`src/rph_consts.svh`:
```
`ifndef RPH_CONSTS_SVH
`define RPH_CONSTS_SVH

`define RPH_ADDR_W        4
`define RPH_A_AUTOCTL     4'h0
`define RPH_A_FILTCTL     4'h1
`define RPH_A_LENLIM      4'h2
`define RPH_A_SYNCHI      4'h3
`define RPH_A_SYNCLO      4'h4
`define RPH_A_MDMB        4'h5
`define RPH_A_MDMC        4'h6
`define RPH_A_ADDR        4'h7
`define RPH_A_STATUS      4'h8
`define RPH_A_CMD         4'h9
`define RPH_A_PQT         4'hA
`define RPH_AUTO_RST      8'h05
`define RPH_FILT_RST      8'h04
`define RPH_LEN_RST       8'hFF
`define RPH_SYNCHI_RST    8'hD3
`define RPH_SYNCLO_RST    8'h91
`define RPH_MDMB_RST      8'h22
`define RPH_MDMC_RST      8'h02
`define RPH_PQT_RST       8'h00
`define RPH_PREAMBLE      8'hAA
`define RPH_PN9_SEED      9'h1FF
`define RPH_CRC_SEED      16'hFFFF
`define RPH_CRC_POLY      16'h8005
`define RPH_LEN_FIXED     2'h0
`define RPH_LEN_VAR       2'h1
`define RPH_LEN_INF       2'h2
`define RPH_SYNC_A        3'h3
`define RPH_SYNC_B        3'h7
`define RPH_BCAST0        8'h00
`define RPH_BCASTF        8'hFF
`define RPH_ADR_B0        2'h2
`define RPH_ADR_BF        2'h3
`define RPH_ST_DONE       2'h0
`define RPH_CMD_TX        0
`define RPH_CMD_RX        1
`define RPH_CMD_IDLE      2
`define RPH_CMD_TX_FIFO_FLUSH_STROBE      3
`define RPH_CMD_SFRX      4
`define RPH_BIT_WHITE     6
`define RPH_BIT_CRC       2
`define RPH_BIT_APPEND    2
`define RPH_BIT_FLUSH     3
`define RPH_BIT_FEC       7
`define RPH_THR_15        5'h0F
`define RPH_THR_16        5'h10
`define RPH_THR_30        6'h1E
`define RPH_ONE8          8'h01
`define RPH_ONE3          3'h1

`endif

```
`src/rph_pkg.sv`:
```
package rph_pkg;
  typedef enum logic [3:0] {
    RPH_IDLE     = 4'b0000,
    RPH_TX_PRE   = 4'b0001,
    RPH_TX_SYNC  = 4'b0010,
    RPH_TX_DATA  = 4'b0011,
    RPH_TX_CRC   = 4'b0100,
    RPH_TX_UFLOW = 4'b0101,
    RPH_RX_HUNT  = 4'b0110,
    RPH_RX_DATA  = 4'b0111,
    RPH_RX_CRC   = 4'b1000,
    RPH_RX_ST1   = 4'b1001,
    RPH_RX_ST2   = 4'b1010
  } rph_state_type;
endpackage

```
`src/rph_packet_handler.sv`:
```
// The register addresses and the address-and-strobe port were left to the implementer.
`timescale 1ns/1ps
`include "rph_consts.svh"
// Behaviour
// - transmit always sends preamble and sync
// - preamble is 10101010 repeated count plus one times
// - preamble repeats until transmit data exists
// - sync is high,low; doubled in modes 3,7
// - sync match thresholds 15/16, 16/16, 30/32
// - preamble quality must exceed threshold
// - whitening XORs data with nine bit sequence
// - whitening generator reseeds to ones per packet
// - whitening and coding cover data and CRC
// - CRC appended on transmit, checked on receive
// - length mode 0 uses length register
// - mode 1 first byte gives payload length
// - receive length above limit discards packet
// - mode 2 runs until host stops
// - lengths one to 255 bytes supported
// - length and control writable mid packet
// - packet end enters configured next state; transmit decodes only 2 and 3, receive only 3, all other values give idle
// - first status byte holds signal strength
// - second status byte CRC flag, link quality
// - address filter with broadcast options
// - underflow holds until transmit flush strobe
// - failed CRC may flush whole receive FIFO
module rph_packet_handler (
  input  wire logic                    sys_clk_i,
  input  wire logic                    rstn_i,
  input  wire logic [`RPH_ADDR_W-1:0]  reg_addr_i,
  input  wire logic [7:0]              reg_wdata_i,
  input  wire logic                    reg_wr_i,
  input  wire logic                    reg_rd_i,
  output logic      [7:0]              reg_rdata_o,
  input  wire logic                    tx_fifo_valid_i,
  input  wire logic [7:0]              tx_fifo_data_i,
  output logic                         tx_fifo_pop_o,
  output logic                         tx_byte_valid_o,
  output logic      [7:0]              tx_byte_o,
  input  wire logic                    tx_byte_ready_i,
  input  wire logic                    rx_bit_valid_i,
  input  wire logic                    rx_bit_i,
  input  wire logic [7:0]              signal_strength_value_i,
  input  wire logic [6:0]              link_quality_value_i,
  input  wire logic [7:0]              preamble_quality_indicator_i,
  output logic                         rx_fifo_push_o,
  output logic      [7:0]              rx_fifo_data_o,
  output logic                         rx_fifo_flush_o,
  output logic                         rx_packet_drop_o,
  output logic                         fec_enable_o,
  output logic                         tx_active_o,
  output logic                         rx_active_o
);
  // Registers.
  logic [7:0] packet_automation_control_reg;
  logic [7:0] packet_filter_control_reg;
  logic [7:0] packet_length_limit_reg;
  logic [7:0] sync_high_byte_reg;
  logic [7:0] sync_low_byte_reg;
  logic [7:0] modem_config_b_reg;
  logic [7:0] modem_config_c_reg;
  logic [7:0] node_address_reg;
  logic [7:0] pq_threshold_reg;
  logic [7:0] rdata_next;
  logic [7:0] cmd_pulse;

  rph_pkg::rph_state_type state_reg;
  rph_pkg::rph_state_type state_next;

  logic [7:0]  byte_cnt_reg;
  logic [7:0]  byte_cnt_next;
  logic [7:0]  pre_cnt_reg;
  logic [2:0]  sync_idx_reg;
  logic [8:0]  pn9_reg;
  logic [15:0] crc_reg;
  logic [15:0] rx_crc_reg;
  logic        crc_bad_reg;
  logic [31:0] rx_shift_reg;
  logic [2:0]  bit_cnt_reg;
  logic [7:0]  rx_byte_reg;
  logic        rx_byte_stb_reg;
  logic [7:0]  cur_len_reg;
  logic        hdr_len_reg;
  logic        hdr_adr_reg;
  logic [7:0]  tx_byte_reg;
  logic        tx_valid_reg;
  logic [7:0]  rx_push_data_reg;
  logic        rx_push_reg;
  logic        flush_reg;
  logic        drop_reg;
  logic        rx_bit_s1_reg;
  logic        rx_bit_s2_reg;
  logic        rx_vld_s1_reg;
  logic        rx_vld_s2_reg;

  wire [1:0] len_mode    = packet_automation_control_reg[1:0];
  wire       white_en    = packet_automation_control_reg[`RPH_BIT_WHITE];
  wire       crc_en      = packet_automation_control_reg[`RPH_BIT_CRC];
  wire [1:0] adr_mode    = packet_filter_control_reg[1:0];
  wire       append_en   = packet_filter_control_reg[`RPH_BIT_APPEND];
  wire       flush_en    = packet_filter_control_reg[`RPH_BIT_FLUSH];
  wire [2:0] num_pre     = modem_config_b_reg[6:4];
  wire [1:0] tx_end_next_state = modem_config_b_reg[1:0];
  wire [1:0] rx_end_next_state = modem_config_c_reg[7:6];
  wire [2:0] sync_mode   = modem_config_c_reg[2:0];
  wire       pq_en       = modem_config_c_reg[3];
  wire       sync32      = (sync_mode == `RPH_SYNC_A) || (sync_mode == `RPH_SYNC_B);
  wire [15:0] sync16     = {sync_high_byte_reg, sync_low_byte_reg};
  wire [31:0] sync_full  = {sync16, sync16};

  // One-cycle command strobes decoded from the command register write.
  wire cmd_wr = reg_wr_i && (reg_addr_i == `RPH_A_CMD);
  assign cmd_pulse = cmd_wr ? reg_wdata_i : 8'h00;

  // Pin-domain receive bits are synchronised before use.
  always_ff @(posedge sys_clk_i or negedge rstn_i) begin
    if (!rstn_i) begin
      rx_bit_s1_reg <= 1'b0;
      rx_bit_s2_reg <= 1'b0;
      rx_vld_s1_reg <= 1'b0;
      rx_vld_s2_reg <= 1'b0;
    end else begin
      rx_bit_s1_reg <= rx_bit_i;
      rx_bit_s2_reg <= rx_bit_s1_reg;
      rx_vld_s1_reg <= rx_bit_valid_i;
      rx_vld_s2_reg <= rx_vld_s1_reg;
    end
  end

  // Edge of the synchronised valid marks one new bit.
  logic rx_vld_d_reg;
  always_ff @(posedge sys_clk_i or negedge rstn_i) begin
    if (!rstn_i) rx_vld_d_reg <= 1'b0;
    else rx_vld_d_reg <= rx_vld_s2_reg;
  end
  wire rx_bit_stb = rx_vld_s2_reg && !rx_vld_d_reg;

  // Sync correlator: count matching bits.
  logic [5:0] match32;
  logic [4:0] match16;
  always_comb begin
    match32 = 6'h00;
    match16 = 5'h00;
    for (int i = 0; i < 32; i++) begin
      if (rx_shift_reg[i] == sync_full[i]) begin
        match32 = match32 + 6'h01;
        if (i < 16) match16 = match16 + 5'h01;
      end
    end
  end
  wire thr_hit = sync32 ? (match32 >= `RPH_THR_30) :
                 (sync_mode[1:0] == 2'h2) ? (match16 >= `RPH_THR_16) :
                 (match16 >= `RPH_THR_15);
  wire pq_ok   = !pq_en || (preamble_quality_indicator_i > pq_threshold_reg);
  wire sync_found = (sync_mode != 3'h0) && thr_hit && pq_ok;

  // PN9 advanced eight steps, producing one whitening byte.
  function automatic logic [16:0] pn9_step8(input logic [8:0] s);
    logic [8:0] t;
    logic [7:0] w;
    t = s;
    w = 8'h00;
    for (int k = 0; k < 8; k++) begin
      w[k] = t[0];
      t = {t[5] ^ t[0], t[8:1]};
    end
    return {t, w};
  endfunction
  wire [16:0] pn_out  = pn9_step8(pn9_reg);
  wire [7:0]  pn_byte = white_en ? pn_out[7:0] : 8'h00;

  function automatic logic [15:0] crc_byte(input logic [15:0] c, input logic [7:0] d);
    logic [15:0] r;
    r = c;
    for (int k = 7; k >= 0; k--) begin
      r = (r[15] ^ d[k]) ? ((r << 1) ^ `RPH_CRC_POLY) : (r << 1);
    end
    return r;
  endfunction

  // Length end test against the live limit register in mode 0, the received length byte in mode 1.
  wire [7:0] len_target = (len_mode == `RPH_LEN_VAR) ? cur_len_reg : packet_length_limit_reg;
  wire       at_end     = (len_mode != `RPH_LEN_INF) && (byte_cnt_next == len_target);
  assign byte_cnt_next = byte_cnt_reg + `RPH_ONE8;

  wire tx_go   = tx_byte_ready_i || !tx_valid_reg;
  wire adr_ok  = (rx_byte_reg == node_address_reg) ||
                 ((adr_mode == `RPH_ADR_B0 || adr_mode == `RPH_ADR_BF) && rx_byte_reg == `RPH_BCAST0) ||
                 ((adr_mode == `RPH_ADR_BF) && rx_byte_reg == `RPH_BCASTF);
  wire [7:0] rx_plain = rx_byte_reg ^ pn_byte;
  wire rx_stop = cmd_pulse[`RPH_CMD_IDLE];
  wire rx_next_is_rx = (rx_end_next_state == 2'h3);
  wire tx_next_is_rx = (tx_end_next_state == 2'h3);
  wire tx_next_is_tx = (tx_end_next_state == 2'h2);

  always_ff @(posedge sys_clk_i or negedge rstn_i) begin
    if (!rstn_i) begin
      state_reg <= rph_pkg::RPH_IDLE;
      byte_cnt_reg <= 8'h00;
      pre_cnt_reg <= 8'h00;
      sync_idx_reg <= 3'h0;
      pn9_reg <= `RPH_PN9_SEED;
      crc_reg <= `RPH_CRC_SEED;
      rx_crc_reg <= 16'h0000;
      crc_bad_reg <= 1'b0;
      rx_shift_reg <= 32'h0000_0000;
      bit_cnt_reg <= 3'h0;
      rx_byte_reg <= 8'h00;
      rx_byte_stb_reg <= 1'b0;
      cur_len_reg <= 8'h00;
      hdr_len_reg <= 1'b0;
      hdr_adr_reg <= 1'b0;
      tx_byte_reg <= 8'h00;
      tx_valid_reg <= 1'b0;
      rx_push_data_reg <= 8'h00;
      rx_push_reg <= 1'b0;
      flush_reg <= 1'b0;
      drop_reg <= 1'b0;
    end else begin
      rx_push_reg <= 1'b0;
      flush_reg <= cmd_pulse[`RPH_CMD_SFRX];
      drop_reg <= 1'b0;
      rx_byte_stb_reg <= 1'b0;
      if (tx_byte_ready_i) tx_valid_reg <= 1'b0;
      if (rx_bit_stb) begin
        rx_shift_reg <= {rx_shift_reg[30:0], rx_bit_s2_reg};
        bit_cnt_reg <= bit_cnt_reg + `RPH_ONE3;
        if (bit_cnt_reg == 3'h7) begin
          rx_byte_reg <= {rx_shift_reg[6:0], rx_bit_s2_reg};
          rx_byte_stb_reg <= 1'b1;
        end
      end
      case (state_reg)
        rph_pkg::RPH_IDLE: begin
          pre_cnt_reg <= 8'h00;
          if (cmd_pulse[`RPH_CMD_TX]) state_reg <= rph_pkg::RPH_TX_PRE;
          else if (cmd_pulse[`RPH_CMD_RX]) state_reg <= rph_pkg::RPH_RX_HUNT;
        end
        rph_pkg::RPH_TX_PRE: if (tx_go) begin
          tx_byte_reg <= `RPH_PREAMBLE;
          tx_valid_reg <= 1'b1;
          pre_cnt_reg <= pre_cnt_reg + {7'h00, ~&pre_cnt_reg};
          // Preamble continues while the FIFO is empty; the count saturates.
          if (pre_cnt_reg >= {5'h00, num_pre} && tx_fifo_valid_i) begin
            state_reg <= rph_pkg::RPH_TX_SYNC;
            sync_idx_reg <= 3'h0;
          end
        end
        rph_pkg::RPH_TX_SYNC: if (tx_go) begin
          tx_byte_reg <= sync_idx_reg[0] ? sync_low_byte_reg : sync_high_byte_reg;
          tx_valid_reg <= 1'b1;
          sync_idx_reg <= sync_idx_reg + `RPH_ONE3;
          if (sync_idx_reg == (sync32 ? 3'h3 : 3'h1)) begin
            state_reg <= rph_pkg::RPH_TX_DATA;
            pn9_reg <= `RPH_PN9_SEED;
            crc_reg <= `RPH_CRC_SEED;
            byte_cnt_reg <= 8'h00;
            hdr_len_reg <= (len_mode == `RPH_LEN_VAR);
          end
        end
        rph_pkg::RPH_TX_DATA: if (tx_go) begin
          if (!tx_fifo_valid_i) state_reg <= rph_pkg::RPH_TX_UFLOW;
          else begin
            tx_byte_reg <= tx_fifo_data_i ^ pn_byte;
            tx_valid_reg <= 1'b1;
            pn9_reg <= pn_out[16:8];
            crc_reg <= crc_byte(crc_reg, tx_fifo_data_i);
            if (hdr_len_reg) begin
              cur_len_reg <= tx_fifo_data_i;
              hdr_len_reg <= 1'b0;
            end else begin
              byte_cnt_reg <= byte_cnt_next;
              if (at_end) begin
                sync_idx_reg <= 3'h0;
                state_reg <= crc_en ? rph_pkg::RPH_TX_CRC :
                             tx_next_is_tx ? rph_pkg::RPH_TX_PRE :
                             tx_next_is_rx ? rph_pkg::RPH_RX_HUNT : rph_pkg::RPH_IDLE;
                pre_cnt_reg <= 8'h00;
              end
            end
          end
          if (rx_stop) state_reg <= rph_pkg::RPH_IDLE;
        end
        rph_pkg::RPH_TX_CRC: if (tx_go) begin
          tx_byte_reg <= (sync_idx_reg[0] ? crc_reg[7:0] : crc_reg[15:8]) ^ pn_byte;
          tx_valid_reg <= 1'b1;
          pn9_reg <= pn_out[16:8];
          sync_idx_reg <= sync_idx_reg + `RPH_ONE3;
          if (sync_idx_reg[0]) begin
            pre_cnt_reg <= 8'h00;
            state_reg <= tx_next_is_tx ? rph_pkg::RPH_TX_PRE :
                         tx_next_is_rx ? rph_pkg::RPH_RX_HUNT : rph_pkg::RPH_IDLE;
          end
        end
        rph_pkg::RPH_TX_UFLOW: begin
          if (cmd_pulse[`RPH_CMD_TX_FIFO_FLUSH_STROBE]) state_reg <= rph_pkg::RPH_IDLE;
        end
        rph_pkg::RPH_RX_HUNT: begin
          // A match is taken only in a cycle with no new bit, on the settled shift.
          if (sync_found && !rx_bit_stb) begin
            state_reg <= rph_pkg::RPH_RX_DATA;
            rx_shift_reg <= 32'h0000_0000;
            bit_cnt_reg <= 3'h0;
            pn9_reg <= `RPH_PN9_SEED;
            crc_reg <= `RPH_CRC_SEED;
            byte_cnt_reg <= 8'h00;
            hdr_len_reg <= (len_mode == `RPH_LEN_VAR);
            hdr_adr_reg <= (adr_mode != 2'h0);
          end
          if (rx_stop) state_reg <= rph_pkg::RPH_IDLE;
        end
        rph_pkg::RPH_RX_DATA: begin
          if (rx_byte_stb_reg) begin
            pn9_reg <= pn_out[16:8];
            crc_reg <= crc_byte(crc_reg, rx_plain);
            if (hdr_len_reg) begin
              hdr_len_reg <= 1'b0;
              cur_len_reg <= rx_plain;
              rx_push_reg <= 1'b1;
              rx_push_data_reg <= rx_plain;
              if (rx_plain > packet_length_limit_reg) begin
                state_reg <= rph_pkg::RPH_RX_HUNT;
                drop_reg <= 1'b1;
              end
            end else begin
              hdr_adr_reg <= 1'b0;
              byte_cnt_reg <= byte_cnt_next;
              rx_push_reg <= 1'b1;
              rx_push_data_reg <= rx_plain;
              if (hdr_adr_reg && !adr_ok) begin
                rx_push_reg <= 1'b0;
                drop_reg <= 1'b1;
                state_reg <= rph_pkg::RPH_RX_HUNT;
              end else if (at_end) begin
                sync_idx_reg <= 3'h0;
                state_reg <= crc_en ? rph_pkg::RPH_RX_CRC :
                             append_en ? rph_pkg::RPH_RX_ST1 :
                             rx_next_is_rx ? rph_pkg::RPH_RX_HUNT : rph_pkg::RPH_IDLE;
                crc_bad_reg <= 1'b0;
              end
            end
          end
          if (rx_stop) state_reg <= rph_pkg::RPH_IDLE;
        end
        rph_pkg::RPH_RX_CRC: if (rx_byte_stb_reg) begin
          pn9_reg <= pn_out[16:8];
          rx_crc_reg <= {rx_crc_reg[7:0], rx_plain};
          sync_idx_reg <= sync_idx_reg + `RPH_ONE3;
          if (sync_idx_reg[0]) begin
            crc_bad_reg <= ({rx_crc_reg[7:0], rx_plain} != crc_reg);
            if (({rx_crc_reg[7:0], rx_plain} != crc_reg) && flush_en) begin
              flush_reg <= 1'b1;
              state_reg <= rx_next_is_rx ? rph_pkg::RPH_RX_HUNT : rph_pkg::RPH_IDLE;
            end else state_reg <= append_en ? rph_pkg::RPH_RX_ST1 :
                                  rx_next_is_rx ? rph_pkg::RPH_RX_HUNT : rph_pkg::RPH_IDLE;
          end
        end
        rph_pkg::RPH_RX_ST1: begin
          rx_push_reg <= 1'b1;
          rx_push_data_reg <= signal_strength_value_i;
          state_reg <= rph_pkg::RPH_RX_ST2;
        end
        rph_pkg::RPH_RX_ST2: begin
          rx_push_reg <= 1'b1;
          rx_push_data_reg <= {!(crc_en && crc_bad_reg), link_quality_value_i};
          state_reg <= rx_next_is_rx ? rph_pkg::RPH_RX_HUNT : rph_pkg::RPH_IDLE;
        end
        default: state_reg <= rph_pkg::RPH_IDLE;
      endcase
    end
  end

  // Register file; length and automation control may change mid packet.
  always_ff @(posedge sys_clk_i or negedge rstn_i) begin
    if (!rstn_i) begin
      packet_automation_control_reg <= `RPH_AUTO_RST;
      packet_filter_control_reg <= `RPH_FILT_RST;
      packet_length_limit_reg <= `RPH_LEN_RST;
      sync_high_byte_reg <= `RPH_SYNCHI_RST;
      sync_low_byte_reg <= `RPH_SYNCLO_RST;
      modem_config_b_reg <= `RPH_MDMB_RST;
      modem_config_c_reg <= `RPH_MDMC_RST;
      node_address_reg <= 8'h00;
      pq_threshold_reg <= `RPH_PQT_RST;
      reg_rdata_o <= 8'h00;
    end else begin
      reg_rdata_o <= reg_rd_i ? rdata_next : 8'h00;
      if (reg_wr_i) begin
        case (reg_addr_i)
          `RPH_A_AUTOCTL: packet_automation_control_reg <= reg_wdata_i;
          `RPH_A_FILTCTL: packet_filter_control_reg <= reg_wdata_i;
          `RPH_A_LENLIM:  packet_length_limit_reg <= reg_wdata_i;
          `RPH_A_SYNCHI:  sync_high_byte_reg <= reg_wdata_i;
          `RPH_A_SYNCLO:  sync_low_byte_reg <= reg_wdata_i;
          `RPH_A_MDMB:    modem_config_b_reg <= reg_wdata_i;
          `RPH_A_MDMC:    modem_config_c_reg <= reg_wdata_i;
          `RPH_A_ADDR:    node_address_reg <= reg_wdata_i;
          `RPH_A_PQT:     pq_threshold_reg <= reg_wdata_i;
          default: ;
        endcase
      end
    end
  end

  always_comb begin
    case (reg_addr_i)
      `RPH_A_AUTOCTL: rdata_next = packet_automation_control_reg;
      `RPH_A_FILTCTL: rdata_next = packet_filter_control_reg;
      `RPH_A_LENLIM:  rdata_next = packet_length_limit_reg;
      `RPH_A_SYNCHI:  rdata_next = sync_high_byte_reg;
      `RPH_A_SYNCLO:  rdata_next = sync_low_byte_reg;
      `RPH_A_MDMB:    rdata_next = modem_config_b_reg;
      `RPH_A_MDMC:    rdata_next = modem_config_c_reg;
      `RPH_A_ADDR:    rdata_next = node_address_reg;
      `RPH_A_STATUS:  rdata_next = {crc_bad_reg, 3'h0, state_reg};
      `RPH_A_PQT:     rdata_next = pq_threshold_reg;
      default:        rdata_next = 8'h00;
    endcase
  end

  assign tx_fifo_pop_o    = (state_reg == rph_pkg::RPH_TX_DATA) && tx_go && tx_fifo_valid_i;
  assign tx_byte_o        = tx_byte_reg;
  assign tx_byte_valid_o  = tx_valid_reg;
  assign rx_fifo_push_o   = rx_push_reg;
  assign rx_fifo_data_o   = rx_push_data_reg;
  assign rx_fifo_flush_o  = flush_reg;
  assign rx_packet_drop_o = drop_reg;
  assign fec_enable_o     = modem_config_b_reg[`RPH_BIT_FEC];
  assign tx_active_o      = (state_reg >= rph_pkg::RPH_TX_PRE) && (state_reg <= rph_pkg::RPH_TX_UFLOW);
  assign rx_active_o      = (state_reg >= rph_pkg::RPH_RX_HUNT);
endmodule

```
`config.mk`:
```
export PLATFORM = sky130hd
export DESIGN_NAME = rph_packet_handler
export DESIGN_NICKNAME = d
export VERILOG_FILES = /design/src/rph_pkg.sv /design/src/rph_packet_handler.sv
export VERILOG_INCLUDE_DIRS = /design/src
export SDC_FILE = /design/constraint.sdc
export NUM_CORES = 1
export LEC_CHECK = 0
export BUFFER_PORTS_ARGS = -buffer_cell sky130_fd_sc_hd__buf_4
export CORE_AREA = 2 2 234 236
export DETAILED_ROUTE_END_ITERATION = 8
export DIE_AREA = 0 0 236 238
export HOLD_SLACK_MARGIN = 0.15
export MAX_ROUTING_LAYER = met4
export PLACE_DENSITY = 0.49
export SLEW_MARGIN = 20
export SYNTH_ARGS = -nofsm -noshare
export SYNTH_HDL_FRONTEND = slang
export SYNTH_SLANG_ARGS = --single-unit
```
`constraint.sdc`:
```
create_clock -name sys_clk_i -period 36.2 [get_ports sys_clk_i]
set_clock_uncertainty 0.2 [all_clocks]
set_input_delay 7.24 -clock sys_clk_i [delete_from_list [all_inputs] [get_ports sys_clk_i]]
set_output_delay 7.24 -clock sys_clk_i [all_outputs]
set_load 0.01 [all_outputs]
```
* Word-level counts from Yosys, hierarchy flattened
Index checks and enable logic that the tools add are counted.
Word-level totals: register bits 216, input port bits 51, output and inout port bits 32, logic and storage cells 509
Operators by class: add/sub/neg operators 50, order comparisons 9, eq/ne operators 97, muxes and demuxes 207, bitwise gates (word level) 42, reduce and logical (&&, ||, !) cells 68
Operators with widths (count):
- 16-bit 2-to-1 mux | 22
- 8-bit 2-to-1 mux | 30
- 6-bit by 1-bit adder with 6-bit output (second input constant) | 31
- 6-bit 2-to-1 mux | 31
- 4-bit 2-to-1 mux | 28
- 32-bit 2-to-1 mux | 3
- 8-bit case mux with 4 select lines | 3
- 5-bit 2-to-1 mux | 16
- 8-bit case mux with 10 select lines | 1
- 5-bit by 1-bit adder with 5-bit output (second input constant) | 15
- 16-bit case mux with 4 select lines | 1
- 9-bit 2-to-1 mux | 7
- 3-bit 2-to-1 mux | 17
- 3-bit NOT | 15
- 9-bit case mux with 5 select lines | 1
- 4-bit case mux with 11 select lines | 1
- 2-bit != test (second input constant) | 21
- 1-bit 2-to-1 mux | 37
- 1-bit == test | 32
- 4-bit by 3-bit == test with 1-bit output (second input constant) | 8
- 4-bit == test (second input constant) | 6
- 8-bit case mux with 3 select lines | 1
- 2-bit AND reduction | 12
- 8-bit AND reduction | 3
- other kinds (48) | 131

* Logic depth before layout (Yosys ltp)
Gate-level depths: netlist (run 1).
depth in word-level cells 72, gate-level depth with buffers 103, depth with buffers taken out 102

* Worst setup path before layout (run 1)
Ideal clock, no wire load.
path kind register to register, from reg sync_low_byte_reg[0], to reg crc_reg[14], library setup time 85 ps, arrival 17666 ps, required time 35915 ps, slack 18250 ps, stages on the path, launching flop included 98, buffers on the path 2, period minus slack after synthesis 17950 ps, path through dfstp_2 > clkbuf_1 > xnor2_1 > ha_1 > xnor3_2 > ha_1 > nor2_1 > a21oi_1 > xnor2_1 > mux2i_1 > ha_1 > nor2_1 > a21o_1 > a21oi_1 > nor3b_1 > a21o_1 > ha_1 > nand2_1 > [62 not listed] > nand3_1 > o31ai_1 > ha_1 > nand2_1 > o21ai_0 > ha_1 > nand2_1 > nor3_1 > nor2_1 > a31o_2 > nor4_1 > nand3_1 > o2111ai_1 > nor2_4 > xnor3_2 > o21ai_4 > buf_4 > mux2_1
Between the ends: cells in the longest elaborated chain, start to end 71, elaborated cells between the ends (all ways) 106, classes of those cells 46 x add/sub; 3 x order compare; 3 x eq/ne; 50 x mux; 4 x reduce/logical
Ends and longest elaborated chain:
- start: declaration | RTL line rph_packet_handler.sv:59 | logic [7:0] sync_low_byte_reg;
- start signal: assignment | RTL line rph_packet_handler.sv:380 | sync_low_byte_reg <= `RPH_SYNCLO_RST;
- start signal: assignment | RTL line rph_packet_handler.sv:394 | `RPH_A_SYNCLO: sync_low_byte_reg <= reg_wdata_i;
- 1-bit == test | RTL line rph_packet_handler.sv:145 | if (rx_shift_reg[i] == sync_full[i]) begin
- 1-bit 2-to-1 mux | RTL line rph_packet_handler.sv:145
- 6-bit by 1-bit adder with 6-bit output | RTL line rph_packet_handler.sv:146 | match32 = match32 + 6'h01;
- 6-bit 2-to-1 mux | RTL line rph_packet_handler.sv:145
- 6-bit by 1-bit adder with 6-bit output | RTL line rph_packet_handler.sv:146
- 6-bit 2-to-1 mux | RTL line rph_packet_handler.sv:145
- 6-bit by 1-bit adder with 6-bit output | RTL line rph_packet_handler.sv:146
- 6-bit 2-to-1 mux | RTL line rph_packet_handler.sv:145
- [54 not listed]
- 6-bit by 1-bit adder with 6-bit output | RTL line rph_packet_handler.sv:146
- 6-bit 2-to-1 mux | RTL line rph_packet_handler.sv:145
- 6-bit by 5-bit greater-or-equal comparator with 1-bit output (no source line)
- 1-bit 2-to-1 mux * | RTL line rph_packet_handler.sv:151 | wire thr_hit = sync32 ? (match32 >= `RPH_THR_30) :
- 1-bit logical AND * (2 in series) | RTL line rph_packet_handler.sv:155 | wire sync_found = (sync_mode != 3'h0) && thr_hit && pq_ok;
- 1-bit logical AND * | RTL line rph_packet_handler.sv:300 | if (sync_found && !rx_bit_stb) begin
- 2-bit != test (no source line) *
- 7-bit AND reduction (no source line) *
- end signal: assignment | RTL line rph_packet_handler.sv:203 | crc_reg <= `RPH_CRC_SEED;
- end signal: assignment | RTL line rph_packet_handler.sv:305 | crc_reg <= `RPH_CRC_SEED;
- end signal: assignment | RTL line rph_packet_handler.sv:315 | crc_reg <= crc_byte(crc_reg, rx_plain);
- end: declaration | RTL line rph_packet_handler.sv:75 | logic [15:0] crc_reg;
Every way passes the cells marked *; elsewhere a longest branch is shown, timed or not. A chain may end at the register's enable or synchronous reset.

* Worst setup path after layout (run 1)
from reg sync_low_byte_reg[1], to reg crc_reg[15]
Between the ends: cells in the longest elaborated chain, start to end 69, elaborated cells between the ends (all ways) 102, classes of those cells 44 x add/sub; 3 x order compare; 3 x eq/ne; 48 x mux; 4 x reduce/logical
Ends and longest elaborated chain (RTL line):
- 1-bit == test | rph_packet_handler.sv:145
- 6-bit 2-to-1 mux | rph_packet_handler.sv:145
- 6-bit by 1-bit adder with 6-bit output | rph_packet_handler.sv:146
- 6-bit 2-to-1 mux | rph_packet_handler.sv:145
- 6-bit by 1-bit adder with 6-bit output | rph_packet_handler.sv:146
- 6-bit 2-to-1 mux | rph_packet_handler.sv:145
- 6-bit by 1-bit adder with 6-bit output | rph_packet_handler.sv:146
- 6-bit 2-to-1 mux | rph_packet_handler.sv:145
- [52 not listed]
- 6-bit by 1-bit adder with 6-bit output | rph_packet_handler.sv:146
- 6-bit 2-to-1 mux | rph_packet_handler.sv:145
- 6-bit by 5-bit greater-or-equal comparator with 1-bit output (no source line)
- 1-bit 2-to-1 mux * | rph_packet_handler.sv:151
- 1-bit logical AND * (2 in series) | rph_packet_handler.sv:155
- 1-bit logical AND * | rph_packet_handler.sv:300
- 2-bit != test (no source line) *
- 7-bit AND reduction (no source line) *
Marked as above.

==> results.md, run 1 <==
* Yosys top cell area share at 0.2345
* Critical path buffers and inverters at 1
* Setup Buffers After CTS at 0
* Drt via density at 5.563
* Worst-Margin Slew at ~1.0 ns
* Worst Path Arrival at between 20 and 25 ns
* Final hold slack at 0.1596 ns
* Final antenna-violating net count at 0
* Cell count after synthesis at 2031
* Hold buffer count at CTS at 0
* CORE AREA at about 53000 sq um
* Longest Clk Path Bufs at 3
* WL/cell at about 20 microns
* Largest net degree at the start of global routing at 82
* CP delay by family, top: compound AO/OA/AOI/OAI gates
* IO Pins at 83
* Filler cell count at about 5400
* Critical Path RT at about 36 ns
* Most used DFF post-synth: dfrtp_1
* EDFF count, synth at 0
* H-tree level count at 1
* Clock root buffer: clkbuf_16
* CP Capture Type: register
* Clock Latency Late Sink at 0.55 ns
* All-layer global routing usage at 0.2063
* Worst-path clk slew at 0.06 ns
* Critical path's most frequent cell: ha_1
* Crit Path Class: reg -> reg
* Post-synthesis sequential area ratio at 0.3029
* Remaining DRCs at 0
* Number of global-route vias before repair at 15090
* Count leader, synth: nand2_1
* Synth Cell Area at 18040 sq um
* CTS tree: built
* Fraction of registers with async set/reset at 1.000
* Distinct cells, synth at 98
* Pins Over Slew Limit at 0
* Placer Congestion at 0.9632
* Hold Fails Final Rpt at 0
* Final core occ at 0.3785
* Top post-synthesis cells by count: 246 x nand2_1, 198 x xnor2_1, 169 x dfrtp_1, 156 x nor2_1, 98 x o21ai_0
* Antenna cell count at 0
* Die area at 56170 sq um
* Port Buffers at just over 80
* Layout cells sized above 1 at 0.1782
* Synthesized flop and latch total at between 200 and 250
* CTS Sinks at 216
* Slew headroom at 0.3267
* Post-synth top area cell: dfrtp_1
* Starting Density at 0.3372
* Final setup fails at 0
* Min-delay worst type: reg -> reg
* # nets final at 2172
* RSZ-0062 raised after global routing: false
* Rows at 85
* Grt total ovfl at 0
* CP Launch Type: register
* Synthesized net count at 2140
* Number of flip-flops in the largest register at 32
* TritonCTS buffer count at 25
* TNS Setup at 0 ns
* Status: finished, final reports clean
* Yosys warns at 0
* CP max FO at 25
* Crit share post-route at 0.5707
* Post-cts sizing count at 0
* Final HPWL DP at 42.46 mm
* First-pass DRT Iterations at 5
* Initial DRC Count at 1133
* WL final at 57.10 mm
* Clock period minus worst slack at 20.66 ns
* Chip height at 238 microns
* Syn Area/Cell at 8.880 sq um
* Via count at 15460
* Slowest CP cell: o21ai_4
* Fmax achieved at 0.04840 GHz
* Synthesis-to-layout area growth at 12.27%
* Initial antenna violation count at 1
* Max Cap Violations at 0
* First-pass GRT wire length at about 89 mm
* Chip width at 236 microns
* Max incr delay on CP at 0.74 ns
* Synth top area cells: dfrtp_1 23%, xnor2_1 9.6%, dfstp_2 6.8%
## cell type report
| cell class | instances | area, sq um | area share |
|---|---|---|---|
| timing repair buffer | 103 | 784.5 | 0.03874 |
| clock buffer | 32 | 681.9 | 0.03368 |
| multi-input combinational | 1651 | 11900 | 0.5875 |
| tap | 696 | 870.8 | 0.04301 |
| sequential | 216 | 5464 | 0.2699 |
| inverter | 66 | 249.0 | 0.01230 |
| clock inverter | 14 | 301.5 | 0.01489 |
## worst register-to-register path, delay by kind of cell (launching register included)
kind | cells | cell delay, ns
simple gates | 31 | 3.56
compound gates | 33 | 7.68
mux | 3 | 0.85
xor+xnor | 12 | 2.76
fa+ha+maj | 16 | 4.91
buf+inv | 1 | 0.10
flops | 1 | 0.51
## metal layers
metal / GRT usage / part of all wire
met3: 0.01654 / 0.041
met4: 0.06292 / 0.030
met5: - / 0
met2: 0.3340 / 0.47
met1: 0.2755 / 0.46
## worst paths after layout
path,slack (ns),from,depth (start not counted),endpoint
worst max-delay path,15.54,sync_low_byte_reg[1],96,crc_reg[15]
worst min-delay path,0.16,rx_vld_s1_reg,0,rx_vld_s2_reg
worst max register to register,15.54,sync_low_byte_reg[1],96,crc_reg[15]
worst min register to register,0.16,rx_vld_s1_reg,0,rx_vld_s2_reg
max in group asynchronous,28.08,rstn_i,2,crc_bad_reg
min in group asynchronous,6.49,rstn_i,1,rx_fifo_data_o[3]
## layout by cell type, fill, tap and decap left out, types with 22 or more instances in the layout
cell and instances:
mux2_2 95, nor2b_1 22, a21oi_1 89, xnor2_1 198, dfrtp_1 169, nand3_1 65
o21ai_0 98, ha_1 58, mux2i_1 23, o22ai_1 26, buf_4 101, a21oi_2 29
inv_1 65, dfstp_2 47, a31oi_1 24, clkbuf_16 25, xor2_1 80, nor3_1 35
nand2_1 246, and3_1 23, a211oi_1 22, nor2_1 156
## cell families after synthesis
| family | after synthesis | share of synthesized area |
|---|---|---|
| AO/OA/AOI/OAI | 466 | 0.1773 |
| buffers and inverters | 164 | 0.03774 |
| AND/OR/NAND/NOR | 678 | 0.1785 |
| XOR/XNOR | 316 | 0.1793 |
| adder cells (fa/ha/maj) | 58 | 0.04024 |
| flip-flops | 216 | 0.3029 |
| multiplexers | 133 | 0.08394 |
## through the flow
stage	setup slack, ns	cells	cell area, sq um
after global placement	16.39	2732	19260
after detailed placement	15.77	2732	19260
final	15.54	2778	20250
after floorplan	18.25	2031	18040
after CTS	15.68	2778	20240
after global routing	13.88	2778	20250
Power of run 1 is not shown: default switching activity piles up to over one toggle a cycle in this logic, so the estimate is an artifact.
==> run 2, diff against run 1 <==
- ABC_AREA: unset -> 1
- CORE_AREA: 2 2 234 236 -> 2 2 229 231
- DIE_AREA: 0 0 236 238 -> 0 0 231 233
- clock period: 36.2 -> 20 ns (I/O delays scaled with it)
==> run 2 against run 1 <==
Against the previous run:
- first-iteration DRC count is 15% higher
- fmax rose by 25%
- synthesized cell count up 25%
- via count grew 7.2%
- worst setup slack got worse by 12 ns
- design area decreased by 3.3%
- critical path type unchanged
==> results.md, run 2 <==
* Slowest CP cell: dfstp_2 (was o21ai_4)
* Count leader, synth: nand2_1 (unchanged)
* Clock Latency Late Sink at 0.57 ns (was 0.55 ns)
* Remaining DRCs at 0 (unchanged)
* Max incr delay on CP at 0.58 ns (was 0.74 ns)
* Slew headroom at 0.3028 (was 0.3267)
* Crit Path Class: reg -> reg (unchanged)
* Number of flip-flops in the largest register at 32 (unchanged)
* Most frequent cells in the layout: 678 x nand2_1, 389 x inv_1, 200 x nand3_1 (was 246 x nand2_1, 198 x xnor2_1, 169 x dfrtp_1)
* Most common cell after layout, fill and taps aside: nand2_1 (unchanged)
* Fmax achieved at 0.06064 GHz (was 0.04840 GHz)
* Max Cap Violations at 0 (unchanged)
* EDFF count, synth at 0 (unchanged)
* First-pass DRT Iterations at 5 (unchanged)
* Syn Area/Cell at 6.809 sq um (was 8.880 sq um)
* Distinct cells, synth at 57 (was 98)
* CORE AREA at 51090 sq um (was 53500 sq um)
* Final setup fails at 0 (unchanged)
* Synth top area cells: dfrtp_1 24%, nand2_1 15%, inv_1 8.4% (was dfrtp_1 23%, xnor2_1 9.6%, dfstp_2 6.8%)
* Worst Slack Setup Final at 3.509 ns (was 15.54 ns)
* Setup Buffers After CTS at 0 (unchanged)
* Min-delay worst type: reg -> reg (unchanged)
* Yosys top cell area share at 0.2438 (was 0.2345)
* Post-cts sizing count at 0 (unchanged)
* Drt via density at 4.984 (was 5.563)
* Yosys warns at 0 (unchanged)
* Clock root buffer: clkbuf_16 (unchanged)
* Starting Density at 0.3396 (was 0.3372)
* CP Launch Type: register (unchanged)
* WL final at 55.31 mm (was 57.10 mm)
* Cell count after synthesis at 2548 (was 2031)
* Final hold slack at 0.1528 ns (was 0.1596 ns)
* All-layer global routing usage at 0.2098 (was 0.2063)
* Number of global-route vias before repair at 15790 (was 15090)
* CP Capture Type: register (unchanged)
* Fraction of registers with async set/reset at 1.000 (unchanged)
* H-tree level count at 1 (unchanged)
* Largest net degree at the start of global routing at 89 (was 82)
* Chip width at 231 microns (was 236 microns)
* Grt total ovfl at 0 (unchanged)
* Worst-Margin Slew at 1.042 ns (was 1.006 ns)
* Post-synth top area cell: dfrtp_1 (unchanged)
* RSZ-0062 raised after global routing: false (unchanged)
* # nets final at 2734 (was 2172)
* CTS Sinks at 216 (unchanged)
* Crit share post-route at 0.8246 (was 0.5707)
* Hold Fails Final Rpt at 0 (unchanged)
* Synthesized net count at 2657 (was 2140)
* Worst-path clk slew at 0.06 ns (about the same)
* TritonCTS buffer count at 26 (was 25)
* Longest Clk Path Bufs at 3 (unchanged)
* Initial antenna violation count at 0 (was 1)
* Clock period minus worst slack at 16.49 ns (was 20.66 ns)
* Placer Congestion at 0.9062 (was 0.9632)
* Critical path buffers and inverters at 9 (was 1)
* Pins Over Slew Limit at 0 (unchanged)
* Rows at 83 (was 85)
* Layout cells sized above 1 at 0.1357 (was 0.1782)
* Port Buffers at 82 (unchanged)
* Antenna cell count at 0 (unchanged)
* Via count at 16570 (was 15460)
* First-pass GRT wire length at 87.05 mm (was 89.40 mm)
* CP delay by family, top: simple AND/OR/NAND/NOR gates (was compound AO/OA/AOI/OAI gates)
* CP max FO at 35 (was 25)
* Synth Cell Area at 17350 sq um (was 18040 sq um)
* Critical Path RT at 20.25 ns (was 36.46 ns)
* Chip height at 233 microns (was 238 microns)
* CTS tree: built (unchanged)
* Synthesis-to-layout area growth at 12.84% (was 12.27%)
* TNS Setup at 0 ns (unchanged)
* Die area at 53820 sq um (was 56170 sq um)
* Final HPWL DP at 42.62 mm (was 42.46 mm)
* Most used DFF post-synth: dfrtp_1 (unchanged)
* Critical path's most frequent cell: nand2_1 (was ha_1)
* Final antenna-violating net count at 0 (unchanged)
* Synthesized flop and latch total at 216 (unchanged)
* Status: finished, final reports clean (unchanged)
* Pre-CTS setup slack at 3.499 ns (was 15.77 ns)
* Worst Path Arrival at 16.74 ns (was 20.92 ns)
* WL/cell at 16.64 microns (was 20.55 microns)
* Top post-synthesis cells by count: 678 x nand2_1, 390 x inv_1, 200 x nand3_1, 187 x nor2_1, 173 x o21ai_0 (was 246 x nand2_1, 198 x xnor2_1, 169 x dfrtp_1, 156 x nor2_1, 98 x o21ai_0)
* Initial DRC Count at 1300 (was 1133)
* IO Pins at 83 (unchanged)
* Post-synthesis sequential area ratio at 0.3149 (was 0.3029)
* Hold buffer count at CTS at 0 (unchanged)
## run 2: changes by cell type after synthesis, moves of 61 or more
| cell | previous run | this run |
|---|---|---|
| nand3_1 | 65 | 200 |
| o21ai_0 | 98 | 173 |
| nand2_2 | 0 | 61 |
| inv_1 | 65 | 390 |
| mux2_2 | 95 | 1 |
| xnor2_1 | 198 | 53 |
| nand2_1 | 246 | 678 |
## run 2: worst reg2reg max path: cells and delay by family, from the launching register on
family          cells  cell delay, ns
flops               1            0.58
simple gates       45            5.54
compound gates     24            4.01
buf+inv             9            0.62
xor+xnor            5            0.74
fa+ha+maj          17            4.71
## run 2: cell families after synthesis
group	synth area share
simple gates	0.3442
fa+ha+maj	0.04183
flops	0.3149
buf+inv	0.1020
compound gates	0.1277
xor+xnor	0.06404
mux	0.005265
## run 2: final timing paths
check                      slack [ns]                  end  depth (start not counted)                  from
setup reg to reg                 3.51       bit_cnt_reg[2]                        100  sync_low_byte_reg[0]
hold reg to reg                  0.15        rx_bit_s2_reg                          0         rx_bit_s1_reg
min in group asynchronous        3.28      byte_cnt_reg[4]                          1                rstn_i
setup / recovery                 3.51       bit_cnt_reg[2]                        100  sync_low_byte_reg[0]
hold / removal                   0.15        rx_bit_s2_reg                          0         rx_bit_s1_reg
max in group asynchronous       14.12  pq_threshold_reg[6]                          3                rstn_i
## run 2: routing by layer
metal / up-vias / share of wire / global-route usage
met3: 77 / 0.040 / 0.01936
met2: 340 / 0.46 / 0.3409
met5: - / 0 / -
met4: 0 / 0.028 / 0.06089
met1: 7725 / 0.47 / 0.2779
li1: 8431 / - / -
## run 2: stage by stage
step | std cells | util | cell area (sq um)
floorplan | 2548 | - | 17350
detailed placement | 3277 | 0.3656 | 18680
CTS | 3325 | 0.3831 | 19580
finish | 3325 | 0.3831 | 19580
global placement | 3277 | 0.3656 | 18680
global route | 3325 | 0.3831 | 19580
## run 2: layout make-up
type | instances | area [sq um]
flip-flops and latches | 216 | 5464
repair buffers | 96 | 728.2
well taps | 680 | 850.8
clock buffers | 36 | 748.2
inverters | 405 | 1520
fillers | 5474 | 31520
multi-input cells | 1880 | 10110
clock inverters | 12 | 150.1
Power of run 2 is left out for the same reason.
